### src/lock_status_defines.svh
// Constants for the lock status and dead-zone block: offsets, fields, resets, timing.
// Assumes a 100 MHz pclk and a 32-bit APB register word per offset.
`ifndef LOCK_STATUS_DEFINES_SVH
`define LOCK_STATUS_DEFINES_SVH

// Register byte offsets
`define OFF_CTRL 12'h000
`define OFF_STATUS 12'h004
`define OFF_IF_COUNT 12'h008
`define OFF_IRQ_STAT 12'h00c
`define OFF_IRQ_MASK 12'h010
`define OFF_DIVISOR 12'h014

// Control register fields
`define CTRL_DZ_LO 0
`define CTRL_DZ_HI 1
`define CTRL_OSEL_LO 2
`define CTRL_OSEL_HI 3
`define CTRL_CTE 4
`define CTRL_RESET 5'h00

// Status and interrupt fields
`define ST_LOCKED 0
`define ST_UNLOCK 1
`define ST_IF_DONE 2
`define ST_STATION 3
`define ST_PORT 4
`define ST_ONON 5
`define IRQ_UNLOCK 0
`define IRQ_RELOCK 1
`define IRQ_IF_DONE 2
`define IRQ_RESET 3'h0
`define DIVISOR_RESET 16'h0000

// Timing
`define CLK_PERIOD_NS 10
`define CLK_MHZ 100
`define GATE_TIME_US 4000
`define DZ_C_NS 20
`define DZ_D_NS 50
`define ONON_A_NS 30
`define ONON_B_NS 10
`define LOCK_WIN_NS 100
`define DZ_C_CYC ((`DZ_C_NS + `CLK_PERIOD_NS - 1) / `CLK_PERIOD_NS)
`define DZ_D_CYC ((`DZ_D_NS + `CLK_PERIOD_NS - 1) / `CLK_PERIOD_NS)
`define ONON_A_CYC ((`ONON_A_NS + `CLK_PERIOD_NS - 1) / `CLK_PERIOD_NS)
`define ONON_B_CYC ((`ONON_B_NS + `CLK_PERIOD_NS - 1) / `CLK_PERIOD_NS)
`define LOCK_WIN_CYC (`LOCK_WIN_NS / `CLK_PERIOD_NS)

`endif

### src/lock_status_pkg.sv
// Types for the lock status and dead-zone block.
// Assumes constants come from lock_status_defines.svh.
package lock_status_pkg;
    // Dead-zone modes, as the two-bit control field encodes them
    typedef enum logic [1:0] {
        no_gap_mode_a = 2'h0,
        no_gap_mode_b = 2'h1,
        gap_mode_c = 2'h2,
        gap_mode_d = 2'h3
    } dead_zone_t;
    // Source of the serial output pin
    typedef enum logic [1:0] {
        out_lock = 2'h0,
        out_if_done = 2'h1,
        out_port = 2'h2,
        out_no_unlock = 2'h3
    } out_sel_t;
    // IF counter sequence
    typedef enum logic [2:0] {
        if_idle = 3'h1,
        if_run = 3'h2,
        if_end = 3'h4
    } if_state_t;
endpackage

### src/pd_if.sv
// Carrier between the top and the phase comparator.
// Assumes both ends run on pclk.
`timescale 1ns/1ps
`default_nettype none
interface pd_if;
    lock_status_pkg::dead_zone_t dz_sel;
    logic up;
    logic dn;
    logic lock_tick;
    logic lock_ok;
    modport cmp (input dz_sel, output up, output dn, output lock_tick, output lock_ok);
    modport ctl (output dz_sel, input up, input dn, input lock_tick, input lock_ok);
endinterface
`default_nettype wire

### src/pin_sync.sv
// Three-stage pin synchroniser with agreement filter, one per bit.
// Assumes inputs are asynchronous to pclk.
`timescale 1ns/1ps
`default_nettype none
module pin_sync #(
    parameter int W = 5
) (
    input wire logic pclk, // Clock
    input wire logic presetn, // Async reset, low
    input wire logic [W-1:0] d, // Raw pins
    output logic [W-1:0] q // Filtered levels
);
    genvar i;
    generate
        for (i = 0; i < W; i++) begin : g_bit
            logic s1, s2, s3;
            // Output moves only when the last two stages agree
            always_ff @(posedge pclk or negedge presetn) begin
                if (!presetn) begin
                    s1 <= 1'b0;
                    s2 <= 1'b0;
                    s3 <= 1'b0;
                    q[i] <= 1'b0;
                end else begin
                    s1 <= d[i];
                    s2 <= s1;
                    s3 <= s2;
                    if (s2 == s3) begin
                        q[i] <= s3;
                    end
                end
            end
        end
    endgenerate
endmodule // pin_sync
`default_nettype wire

### src/phase_compare.sv
// Phase-frequency comparator with dead-zone control and per-period lock verdict.
// Assumes synchronised reference and divided oscillator levels on pclk.
`timescale 1ns/1ps
`default_nettype none
`include "lock_status_defines.svh"
module phase_compare (
    input wire logic pclk, // Clock
    input wire logic presetn, // Async reset, low
    input wire logic ref_lvl, // Reference phase level
    input wire logic osc_lvl, // Divided oscillator level
    pd_if.cmp pd // Pump and lock carrier
);
    logic ref_d, osc_d, up_st, dn_st, onon;
    logic [7:0] hold_cnt, err_cnt, err_max, dz_cyc, hold_cyc;
    logic [1:0] osc_edges;
    wire logic ref_rise = ref_lvl & ~ref_d;
    wire logic osc_rise = osc_lvl & ~osc_d;

    // Scheme and widths from the dead-zone field
    always_comb begin
        onon = ~pd.dz_sel[1];
        case (pd.dz_sel)
            lock_status_pkg::no_gap_mode_a: begin dz_cyc = 8'h00; hold_cyc = 8'(`ONON_A_CYC); end
            lock_status_pkg::no_gap_mode_b: begin dz_cyc = 8'h00; hold_cyc = 8'(`ONON_B_CYC); end
            lock_status_pkg::gap_mode_c: begin dz_cyc = 8'(`DZ_C_CYC); hold_cyc = 8'h00; end
            default: begin dz_cyc = 8'(`DZ_D_CYC); hold_cyc = 8'h00; end
        endcase
    end

    // Edge memory
    always_ff @(posedge pclk or negedge presetn) begin
        if (!presetn) begin
            ref_d <= 1'b0;
            osc_d <= 1'b0;
        end else begin
            ref_d <= ref_lvl;
            osc_d <= osc_lvl;
        end
    end

    // Detector state; ON/ON keeps both sides on briefly so locked loops still pulse
    always_ff @(posedge pclk or negedge presetn) begin
        if (!presetn) begin
            up_st <= 1'b0;
            dn_st <= 1'b0;
            hold_cnt <= 8'h00;
        end else if (hold_cnt != 8'h00) begin
            hold_cnt <= hold_cnt - 8'h01;
            if (hold_cnt == 8'h01) begin
                up_st <= 1'b0;
                dn_st <= 1'b0;
            end
        end else if ((up_st | ref_rise) & (dn_st | osc_rise)) begin
            up_st <= onon;
            dn_st <= onon;
            hold_cnt <= onon ? hold_cyc : 8'h00;
        end else begin
            up_st <= up_st | ref_rise;
            dn_st <= dn_st | osc_rise;
        end
    end

    // Error width, masked by the dead zone in OFF/OFF
    always_ff @(posedge pclk or negedge presetn) begin
        if (!presetn) begin
            err_cnt <= 8'h00;
            pd.up <= 1'b0;
            pd.dn <= 1'b0;
        end else begin
            err_cnt <= (up_st ^ dn_st) ? ((err_cnt == 8'hff) ? err_cnt : err_cnt + 8'h01) : 8'h00;
            pd.up <= up_st & (onon | (err_cnt >= dz_cyc));
            pd.dn <= dn_st & (onon | (err_cnt >= dz_cyc));
        end
    end

    // Verdict at each reference edge over the period just ended
    always_ff @(posedge pclk or negedge presetn) begin
        if (!presetn) begin
            err_max <= 8'h00;
            osc_edges <= 2'h0;
            pd.lock_tick <= 1'b0;
            pd.lock_ok <= 1'b0;
        end else if (ref_rise) begin
            pd.lock_tick <= 1'b1;
            pd.lock_ok <= (osc_edges == 2'h1) && (err_max <= 8'(`LOCK_WIN_CYC));
            err_max <= 8'h00;
            osc_edges <= {1'b0, osc_rise};
        end else begin
            pd.lock_tick <= 1'b0;
            err_max <= (err_cnt > err_max) ? err_cnt : err_max;
            if (osc_rise && osc_edges != 2'h3) begin
                osc_edges <= osc_edges + 2'h1;
            end
        end
    end
endmodule // phase_compare
`default_nettype wire

### src/lock_status_top.sv
// Lock status reporting, dead-zone selection and IF counter control behind APB.
// Assumes pins are asynchronous to pclk and a standard APB master.
//
// Functional notes
// - In lock mode the serial output is high while locked and low while unlocked.
// - Lock mode shows the live lock state, not the sticky unlock flag.
// - Dead-zone codes 00 and 01 give no dead zone with the ON/ON pump scheme.
// - Dead-zone codes 10 and 11 give a dead zone with the OFF/OFF pump scheme.
// - In ON/ON the comparator keeps issuing correction pulses while locked.
// - The serial output can signal that the IF count has finished.
// - The serial output can copy an input port pin unchanged.
// - The unlock flag stays set until the next register read or write of the block.
// - Clearing count enable resets the IF counter and a 0 to 1 change starts a count.
//
// The APB register port and the placing of the registers were decided locally.
`timescale 1ns/1ps
`default_nettype none
`include "lock_status_defines.svh"
module lock_status_top #(
    parameter int unsigned GATE_CYCLES = `GATE_TIME_US * `CLK_MHZ
) (
    input wire logic pclk, // Bus clock
    input wire logic presetn, // Async reset, low
    input wire logic [11:0] paddr, // APB address
    input wire logic psel, // APB select
    input wire logic penable, // APB enable
    input wire logic pwrite, // APB direction
    input wire logic [31:0] pwdata, // APB write data
    output logic [31:0] prdata, // APB read data
    output logic pready, // APB ready
    output logic pslverr, // APB error
    input wire logic ref_phase_in, // Reference phase pin
    input wire logic osc_phase_in, // Divided oscillator pin
    input wire logic if_signal_input, // IF signal pin
    input wire logic station_detect, // Station detect pin
    input wire logic port_pin_in, // Input port pin
    output logic serial_out, // Serial output pin level
    output logic pump_up, // Charge pump up
    output logic pump_dn, // Charge pump down
    output logic [15:0] divisor_out, // Divisor to the divider
    output logic irq // Level interrupt
);
    pd_if pd ();
    logic [4:0] pins_q;
    logic ref_lvl, osc_lvl, if_lvl, sd_lvl, port_lvl;
    logic [4:0] ctrl_reg;
    logic [15:0] divisor_reg;
    logic locked_reg, unlock_reg, if_done_reg, cte_prev_reg, if_d_reg;
    logic [19:0] if_count_reg, gate_reg;
    logic [2:0] irq_stat_reg, irq_mask_reg, irq_event;
    lock_status_pkg::if_state_t if_state_reg, if_state_next;
    lock_status_pkg::out_sel_t out_sel;
    logic access, commit, wr_commit, rd_commit, addr_ok;
    logic [31:0] rdata_next;
    logic if_rise, if_count_enable, cte_start;

    // All pins through the agreement synchroniser
    pin_sync #(.W(5)) u_sync (
        .pclk(pclk),
        .presetn(presetn),
        .d({port_pin_in, station_detect, if_signal_input, osc_phase_in, ref_phase_in}),
        .q(pins_q)
    );
    assign ref_lvl = pins_q[0];
    assign osc_lvl = pins_q[1];
    assign if_lvl = pins_q[2];
    assign sd_lvl = pins_q[3];
    assign port_lvl = pins_q[4];

    phase_compare u_pc (
        .pclk(pclk),
        .presetn(presetn),
        .ref_lvl(ref_lvl),
        .osc_lvl(osc_lvl),
        .pd(pd.cmp)
    );

    // Dead-zone field drives the comparator directly
    assign pd.dz_sel = lock_status_pkg::dead_zone_t'(ctrl_reg[`CTRL_DZ_HI:`CTRL_DZ_LO]);
    assign out_sel = lock_status_pkg::out_sel_t'(ctrl_reg[`CTRL_OSEL_HI:`CTRL_OSEL_LO]);
    assign if_count_enable = ctrl_reg[`CTRL_CTE];

    // APB decode; one wait state so read data come from a flop
    assign access = psel & penable;
    assign commit = access & pready;
    assign wr_commit = commit & pwrite & addr_ok;
    assign rd_commit = commit & ~pwrite & addr_ok;

    always_comb begin
        addr_ok = 1'b1;
        rdata_next = 32'h0000_0000;
        case (paddr)
            `OFF_CTRL: rdata_next[4:0] = ctrl_reg;
            `OFF_STATUS: begin
                rdata_next[`ST_LOCKED] = locked_reg;
                rdata_next[`ST_UNLOCK] = unlock_reg;
                rdata_next[`ST_IF_DONE] = if_done_reg;
                rdata_next[`ST_STATION] = sd_lvl; // Lets software gate IF counting on it
                rdata_next[`ST_PORT] = port_lvl;
                rdata_next[`ST_ONON] = ~ctrl_reg[`CTRL_DZ_HI];
            end
            `OFF_IF_COUNT: rdata_next[19:0] = if_count_reg;
            `OFF_IRQ_STAT: rdata_next[2:0] = irq_stat_reg;
            `OFF_IRQ_MASK: rdata_next[2:0] = irq_mask_reg;
            `OFF_DIVISOR: rdata_next[15:0] = divisor_reg;
            default: addr_ok = 1'b0;
        endcase
    end

    // Bus answer
    always_ff @(posedge pclk or negedge presetn) begin
        if (!presetn) begin
            pready <= 1'b0;
            pslverr <= 1'b0;
            prdata <= 32'h0000_0000;
        end else begin
            pready <= access & ~pready;
            pslverr <= access & ~pready & ~addr_ok;
            if (access & ~pready & ~pwrite) begin
                prdata <= rdata_next;
            end
        end
    end

    // Control word; a write latches all selections at once
    always_ff @(posedge pclk or negedge presetn) begin
        if (!presetn) begin
            ctrl_reg <= `CTRL_RESET;
        end else if (wr_commit && paddr == `OFF_CTRL) begin
            ctrl_reg <= pwdata[4:0];
        end
    end

    // Divisor; lock output lags it by up to two reference periods
    always_ff @(posedge pclk or negedge presetn) begin
        if (!presetn) begin
            divisor_reg <= `DIVISOR_RESET;
        end else if (wr_commit && paddr == `OFF_DIVISOR) begin
            divisor_reg <= pwdata[15:0];
        end
    end

    // Live lock state from the per-period verdict
    always_ff @(posedge pclk or negedge presetn) begin
        if (!presetn) begin
            locked_reg <= 1'b0;
        end else if (pd.lock_tick) begin
            locked_reg <= pd.lock_ok;
        end
    end

    // Sticky unlock flag; a new unlock beats the clearing access
    always_ff @(posedge pclk or negedge presetn) begin
        if (!presetn) begin
            unlock_reg <= 1'b0;
        end else if (pd.lock_tick && !pd.lock_ok) begin
            unlock_reg <= 1'b1;
        end else if (rd_commit || wr_commit) begin
            unlock_reg <= 1'b0;
        end
    end

    // IF edge and count-enable edge detection
    assign if_rise = if_lvl & ~if_d_reg;
    assign cte_start = if_count_enable & ~cte_prev_reg;
    always_ff @(posedge pclk or negedge presetn) begin
        if (!presetn) begin
            if_d_reg <= 1'b0;
            cte_prev_reg <= 1'b0;
        end else begin
            if_d_reg <= if_lvl;
            cte_prev_reg <= if_count_enable;
        end
    end

    // IF counter sequence
    always_comb begin
        case (if_state_reg)
            lock_status_pkg::if_idle: if_state_next = cte_start ? lock_status_pkg::if_run : if_state_reg;
            lock_status_pkg::if_run: if_state_next = (gate_reg == 20'h00001) ? lock_status_pkg::if_end
                                                                              : if_state_reg;
            lock_status_pkg::if_end: if_state_next = if_state_reg;
            default: if_state_next = lock_status_pkg::if_idle;
        endcase
        if (!if_count_enable) begin
            if_state_next = lock_status_pkg::if_idle;
        end
    end

    always_ff @(posedge pclk or negedge presetn) begin
        if (!presetn) begin
            if_state_reg <= lock_status_pkg::if_idle;
        end else begin
            if_state_reg <= if_state_next;
        end
    end

    // Gate timer and pulse count; clearing enable wipes the result
    always_ff @(posedge pclk or negedge presetn) begin
        if (!presetn) begin
            gate_reg <= 20'h00000;
            if_count_reg <= 20'h00000;
            if_done_reg <= 1'b0;
        end else if (!if_count_enable) begin
            gate_reg <= 20'h00000;
            if_count_reg <= 20'h00000;
            if_done_reg <= 1'b0;
        end else if (cte_start) begin
            gate_reg <= 20'(GATE_CYCLES);
            if_count_reg <= 20'h00000;
            if_done_reg <= 1'b0;
        end else if (if_state_reg == lock_status_pkg::if_run) begin
            gate_reg <= gate_reg - 20'h00001;
            if (if_rise && if_count_reg != 20'hfffff) begin
                if_count_reg <= if_count_reg + 20'h00001;
            end
            if (gate_reg == 20'h00001) begin
                if_done_reg <= 1'b1;
            end
        end
    end

    // Events for the interrupt status
    always_comb begin
        irq_event = 3'h0;
        irq_event[`IRQ_UNLOCK] = pd.lock_tick & ~pd.lock_ok;
        irq_event[`IRQ_RELOCK] = pd.lock_tick & pd.lock_ok & ~locked_reg;
        irq_event[`IRQ_IF_DONE] = (if_state_reg == lock_status_pkg::if_run) & (gate_reg == 20'h00001) & if_count_enable;
    end

    // Sticky status, write one to clear; a same-cycle event wins
    always_ff @(posedge pclk or negedge presetn) begin
        if (!presetn) begin
            irq_stat_reg <= `IRQ_RESET;
        end else if (wr_commit && paddr == `OFF_IRQ_STAT) begin
            irq_stat_reg <= (irq_stat_reg & ~pwdata[2:0]) | irq_event;
        end else begin
            irq_stat_reg <= irq_stat_reg | irq_event;
        end
    end

    always_ff @(posedge pclk or negedge presetn) begin
        if (!presetn) begin
            irq_mask_reg <= `IRQ_RESET;
        end else if (wr_commit && paddr == `OFF_IRQ_MASK) begin
            irq_mask_reg <= pwdata[2:0];
        end
    end

    // Interrupt lags status by one cycle to come from a flop
    always_ff @(posedge pclk or negedge presetn) begin
        if (!presetn) begin
            irq <= 1'b0;
        end else begin
            irq <= |(irq_stat_reg & irq_mask_reg);
        end
    end

    // Serial output source; no data-output framing exists here
    always_ff @(posedge pclk or negedge presetn) begin
        if (!presetn) begin
            serial_out <= 1'b0;
        end else begin
            case (out_sel)
                lock_status_pkg::out_lock: serial_out <= locked_reg;
                lock_status_pkg::out_if_done: serial_out <= if_done_reg;
                lock_status_pkg::out_port: serial_out <= port_lvl;
                lock_status_pkg::out_no_unlock: serial_out <= ~unlock_reg;
                default: serial_out <= 1'b0;
            endcase
        end
    end

    // Pump and divisor outputs straight from flops
    always_ff @(posedge pclk or negedge presetn) begin
        if (!presetn) begin
            pump_up <= 1'b0;
            pump_dn <= 1'b0;
            divisor_out <= `DIVISOR_RESET;
        end else begin
            pump_up <= pd.up;
            pump_dn <= pd.dn;
            divisor_out <= divisor_reg;
        end
    end
endmodule // lock_status_top
`default_nettype wire

### config.mk
export PLATFORM = sky130hd
export DESIGN_NAME = lock_status_top
export DESIGN_NICKNAME = d
export VERILOG_FILES = /design/src/lock_status_pkg.sv /design/src/pd_if.sv /design/src/pin_sync.sv /design/src/phase_compare.sv /design/src/lock_status_top.sv
export VERILOG_INCLUDE_DIRS = /design/src
export SDC_FILE = /design/constraint.sdc
export NUM_CORES = 1
export LEC_CHECK = 0
export BUFFER_PORTS_ARGS = -buffer_cell sky130_fd_sc_hd__buf_2
export CAP_MARGIN = 10
export CORE_AREA = 2 2 122 124
export DETAILED_ROUTE_END_ITERATION = 10
export DIE_AREA = 0 0 124 126
export GPL_ROUTABILITY_DRIVEN = 1
export HOLD_SLACK_MARGIN = 0.05
export PLACE_DENSITY_LB_ADDON = 0.25
export REMOVE_ABC_BUFFERS = 1
export SYNTH_ARGS = -nofsm -noshare
export SYNTH_HDL_FRONTEND = slang
export SYNTH_SLANG_ARGS = --single-unit
### constraint.sdc
create_clock -name pclk -period 2.3 [get_ports pclk]
set_input_delay 0.115 -clock pclk [delete_from_list [all_inputs] [get_ports pclk]]
set_output_delay 0.115 -clock pclk [all_outputs]
set_load 0.02 [all_outputs]
After elaboration in Yosys (flattened, before gate mapping):

Index checks and enable logic that the tools add are counted.

* add/subtract/negate cells: 5
* $lt $le $gt $ge: 3
* eq/ne operators: 32
* mux-type cells: 42
* bitwise operators: 41
* reduce and logical (&&, ||, !) cells: 24

Operators with widths (number)
* $mux W20: 7
* $mux W8: 6
* $eq A12 B4 Y1 const B: 2
* $eq A12 B5 Y1 const B: 2
* $and A1 B1 Y1: 21
* $add A20 B1 Y20 const B: 1
* $eq A20 B1 Y1 const B: 1
* $ne A20 B20 Y1 const B: 1
* $pmux W10 S2: 1
* $sub A20 B1 Y20 const B: 1
* $pmux W3 S6: 1
* $mux W1: 13
* $eq A12 B3 Y1 const B: 1
* $logic_not A12 Y1: 1
* $mux W3: 4
* $not A1 Y1: 11
* $ne A3 B1 Y1 const B: 3
* $pmux W3 S3: 1
* $add A8 B1 Y8 const B: 1
* $eq A8 B1 Y1 const B: 1
* $eq A8 B8 Y1 const B: 1
* $ge A8 B8 Y1: 1
* $gt A8 B8 Y1: 1
* $le A8 B4 Y1 const B: 1
* other kinds (33): 63

* flip-flop bits (word level): 171
* output and inout bits: 54
* logic and storage cells: 199

Longest topological paths before layout:

* word-level depth: 7
* gate-level depth with buffers: 8
* gate-level depth less buffers: 8

Cells and area by module:

Synthesis repeated with hierarchy kept, for this count alone.

* cells, all modules: 696
* area total of the unflattened synthesis: 7867.5 µm²

Modules (own cells, without submodules)
* lock_status_top: instances 1, cells an instance 494, area each 5422.7 µm²
* phase_compare: instances 1, cells an instance 177, area each 1888.1 µm²
* pin_sync: instances 1, cells an instance 25, area each 556.8 µm²

Least setup slack after synthesis:

Ideal clock, no wire load.

* path kind: reg-to-reg
* from: reg if_count_reg[12]
* to: reg if_count_reg[7]
* library setup time: 0.077 ns
* data arrival time: 1.814 ns
* data required time: 2.223 ns
* setup slack: 0.408 ns
* cell stages (with the launch flop): 8
* buffers on the path: 2
* clock period less this slack: 1.892 ns
* cell sequence: dfrtp_1 -> and3_1 -> buf_6 -> and4_4 -> buf_6 -> a31o_1 -> or4_1 -> a21oi_1

* word-level cells in the longest chain between the ends: 4

Ends and longest elaborated chain
* start, declared: RTL line lock_status_top.sv:49 `logic [19:0] if_count_reg, gate_reg;`
* start signal, assigned: RTL line lock_status_top.sv:215 `if_count_reg <= if_count_reg + 20'h00001;`
* $ne A20 B20 Y1: RTL line lock_status_top.sv:214 `if (if_rise && if_count_reg != 20'hfffff) begin`
* $logic_and A1 B1 Y1: RTL line lock_status_top.sv:214
* $ne A3 B1 Y1 (no line)
* $reduce_and A2 Y1 (no line)

No other way between the ends.
A chain may end at the register's enable or synchronous reset.

Final worst setup path:

* from: reg if_state_reg[2]
* to: reg gate_reg[13]

* word-level cells in the longest chain between the ends: 2

Ends and longest elaborated chain
* start, declared: RTL line lock_status_top.sv:51 `lock_status_pkg::if_state_t if_state_reg, if_state_next;`
* start signal, assigned: RTL line lock_status_top.sv:192 `if_state_reg <= lock_status_pkg::if_idle;`
* start signal, assigned: RTL line lock_status_top.sv:194 `if_state_reg <= if_state_next;`
* $eq A3 B2 Y1: RTL line lock_status_top.sv:212 `end else if (if_state_reg == lock_status_pkg::if_run) begin`
* $ne A3 B1 Y1 (no line)
* end signal, assigned: RTL line lock_status_top.sv:209 `gate_reg <= 20'(GATE_CYCLES);`
* end signal, assigned: RTL line lock_status_top.sv:213 `gate_reg <= gate_reg - 20'h00001;`
* end, declared: RTL line lock_status_top.sv:49

No other way between the ends.

==> metrics <==
outcome finished clean; post-CTS setup buffer count 0; initial antenna violation count 0; HP Class in2reg; Die X between 100 and 150 um; max_slew headroom 0.522; R2R setup slack 0.28 ns; non-filler instance count after layout 1019; Comb power frac 0.162; fin util 0.641; Port Buffers 79; post-route antenna net violation count 0; final net count 896; ys async rst share 1.00; CTS sink count 171; worst-path maximum fanout 9; Int Pwr 5.21 mW; Routed WL per cell ~16 um; crit start category flop; Syn Std Cell Area roughly 7700 sq um; pre-CTS setup slack 0.254 ns; Ys Warns 0; switching part of the total 0.294; maxcap violations 0; core area roughly 14000 sq um; Clk pin slew, worst setup/hold paths 0.07 ns; Syn Inst Count between 700 and 800; Worst EP arrival around 2.3 ns; Seq pwr share 0.475; largest net degree at the start of global routing between 50 and 60; die area 15600 sq um; n_diodes 0; chip height 126 um; final hold viol count 0; number of synthesized flops with an enable pin 0; Site Rows 44; Switching Power 2.17 mW; drt first pass iters 7; post-layout min period 2.02 ns; Leakage between 4 and 5 nW; sequential fraction of the synthesis area 0.553; CTS buffer count 17; clock root cell clkbuf_16; GRT Total Usage 0.222; critical path class reg2reg; setup TNS 0 ns; H-tree Lvls 4; worst-margin pin slew slightly above 0.7 ns; # setup viols final 0; Clk pwr share 0.363; Clock Latency Late Sink between 0.4 and 0.5 ns; IO Pins 108; drt drc 0; RSZ-0062 raised after global routing false; crit path capture type flop; f_max 496 MHz; via count 5812; via/cell ratio 5.70; grt ovf 0; CTS tree built; CTS Buffer Depth 2; power density over the cells 804 nW/um^2; maximum VDD drop 491 uV; syn avg cell area 11.0 sq um; placed insts around 960; hold buffers post-CTS 25; Initial Utilization 0.541; Final WS setup 0.283 ns; first-pass GRT wire length 27000 um; area delta synth->final 18.5%; Slew Viols, Final 0; post-cts resize count 0; share of layout cells above drive strength 1 0.207; count of cell types in the netlist 72; total power 7.37 mW; Final Skew 0.00663 ns; detailed placement HPWL around 11000 um; flops & latches, synth 171; final worst-path cycle share 0.877; vias in the first global route between 5000 and 6000; ys flop type dfrtp_1; Placer Congestion 0.874; Routed WL approximately 16000 um; worst path required time 2.61 ns; initial DRC count 438
placed cells by master (no fill, tap or decap), drive strengths merged, types with 10 or more instances in the layout:
cell type / n
a21oi: 30
a221oi: 10
buf: 98
clkbuf: 17
conb: 12
dfrtp: 170
dlygate4sd3: 25
ha: 20
inv: 30
mux2: 23
nand2: 47
nand3: 18
nand4: 13
nor2: 77
nor3: 22
nor4: 11
o21ai: 30
xnor2: 24
metrics by stage:
step / area (sq um) / hold WS [ns]
3_3_place_gp: 8370 / 0.103
6_report: 9180 / 0.181
4_1_cts: 9180 / 0.163
3_5_place_dp: 8370 / 0.106
5_1_grt: 9180 / 0.185
2_1_floorplan: 7560 / -0.181
routing by layer:
metal	routed length, um	up-vias	part of all wire	GRT usage
met5	0	-	0	0
li1	-	2745	-	-
met1	7510	2851	0.46	0.315
met2	7560	194	0.46	0.336
met3	971	22	0.060	0.0489
met4	242	0	0.015	0.0826
critical path: stages, from the launching register on:
cell and delay (ns):
dfrtp_1 0.44, nor3b_2 0.37, buf_4 0.24, nand4_1 0.29, nor4_1 0.35, xnor2_1 0.16
nor2_1 0.05
cell type report:
| cell class | count | area, sq um |
|---|---|---|
| tap | 184 | 230 |
| clock inverter | 15 | 135 |
| sequential | 171 | 4280 |
| inverter | 24 | 90.1 |
| clock buffer | 17 | 425 |
| fill | 1084 | 5140 |
| multi-input combinational | 485 | 3200 |
| timing repair buffer | 123 | 820 |
power groups by stage:
stage               Sequential [mW]  Combinational [mW]  Clock (mW)
floorplan                      3.57               0.699           0
CTS                            3.50                1.20        2.74
finish                         3.50                1.19        2.68
detailed placement             3.56                1.16           0
global placement               3.54                1.10           0
global route                   3.54                1.38        2.87
final timing paths:
check                                          end  cells after the start          startpoint
worst min-delay path                     prdata[3]                      3            paddr[3]
worst max-delay path                  gate_reg[13]                      6     if_state_reg[2]
max in group asynchronous          if_state_reg[0]                      3             presetn
worst min register to register  u_sync.g_bit[1].s2                      0  u_sync.g_bit[1].s1
worst max register to register        gate_reg[13]                      6     if_state_reg[2]
min in group asynchronous          u_pc.err_cnt[3]                      2             presetn
synth_stat cells (all sizes together), types with 3 or more instances:
library cell,number,share of area
a211oi,8,0.0078
a21boi,7,0.0068
a21oi,30,0.019
a221oi,10,0.011
a22oi,8,0.0078
a2bb2oi,3,0.0034
a31o,6,0.0068
a31oi,3,0.0024
and2,4,0.0032
and3,8,0.0066
and4,4,0.0050
buf,21,0.020
clkbuf,16,0.0090
dfrtp,170,0.55
ha,20,0.032
inv,24,0.012
maj3,5,0.0065
mux2,23,0.033
mux2i,8,0.010
nand2,47,0.023
nand2b,7,0.0057
nand3,18,0.012
nand4,13,0.011
nor2,77,0.037
nor2b,9,0.0073
nor3,22,0.015
nor3b,5,0.0068
nor4,11,0.0097
o211ai,4,0.0039
o21ai,30,0.019
o22ai,4,0.0032
o2bb2ai,3,0.0034
o31ai,3,0.0029
or3,9,0.0073
or4,7,0.0068
xnor2,24,0.027
xor2,8,0.0091
cells by family (layout without fill, tap and decap cells):
family	after synthesis	count (layout)	share of synthesized area
buffers and inverters	61	179	0.0407
flip-flops	171	171	0.553
AO/OA/AOI/OAI	134	134	0.118
AND/OR/NAND/NOR	250	250	0.166
multiplexers	32	32	0.0467
XOR/XNOR	32	32	0.0362
other	1	12	0.000484
adder cells (fa/ha/maj)	25	25	0.0388
(Power assumes the default switching activity.)
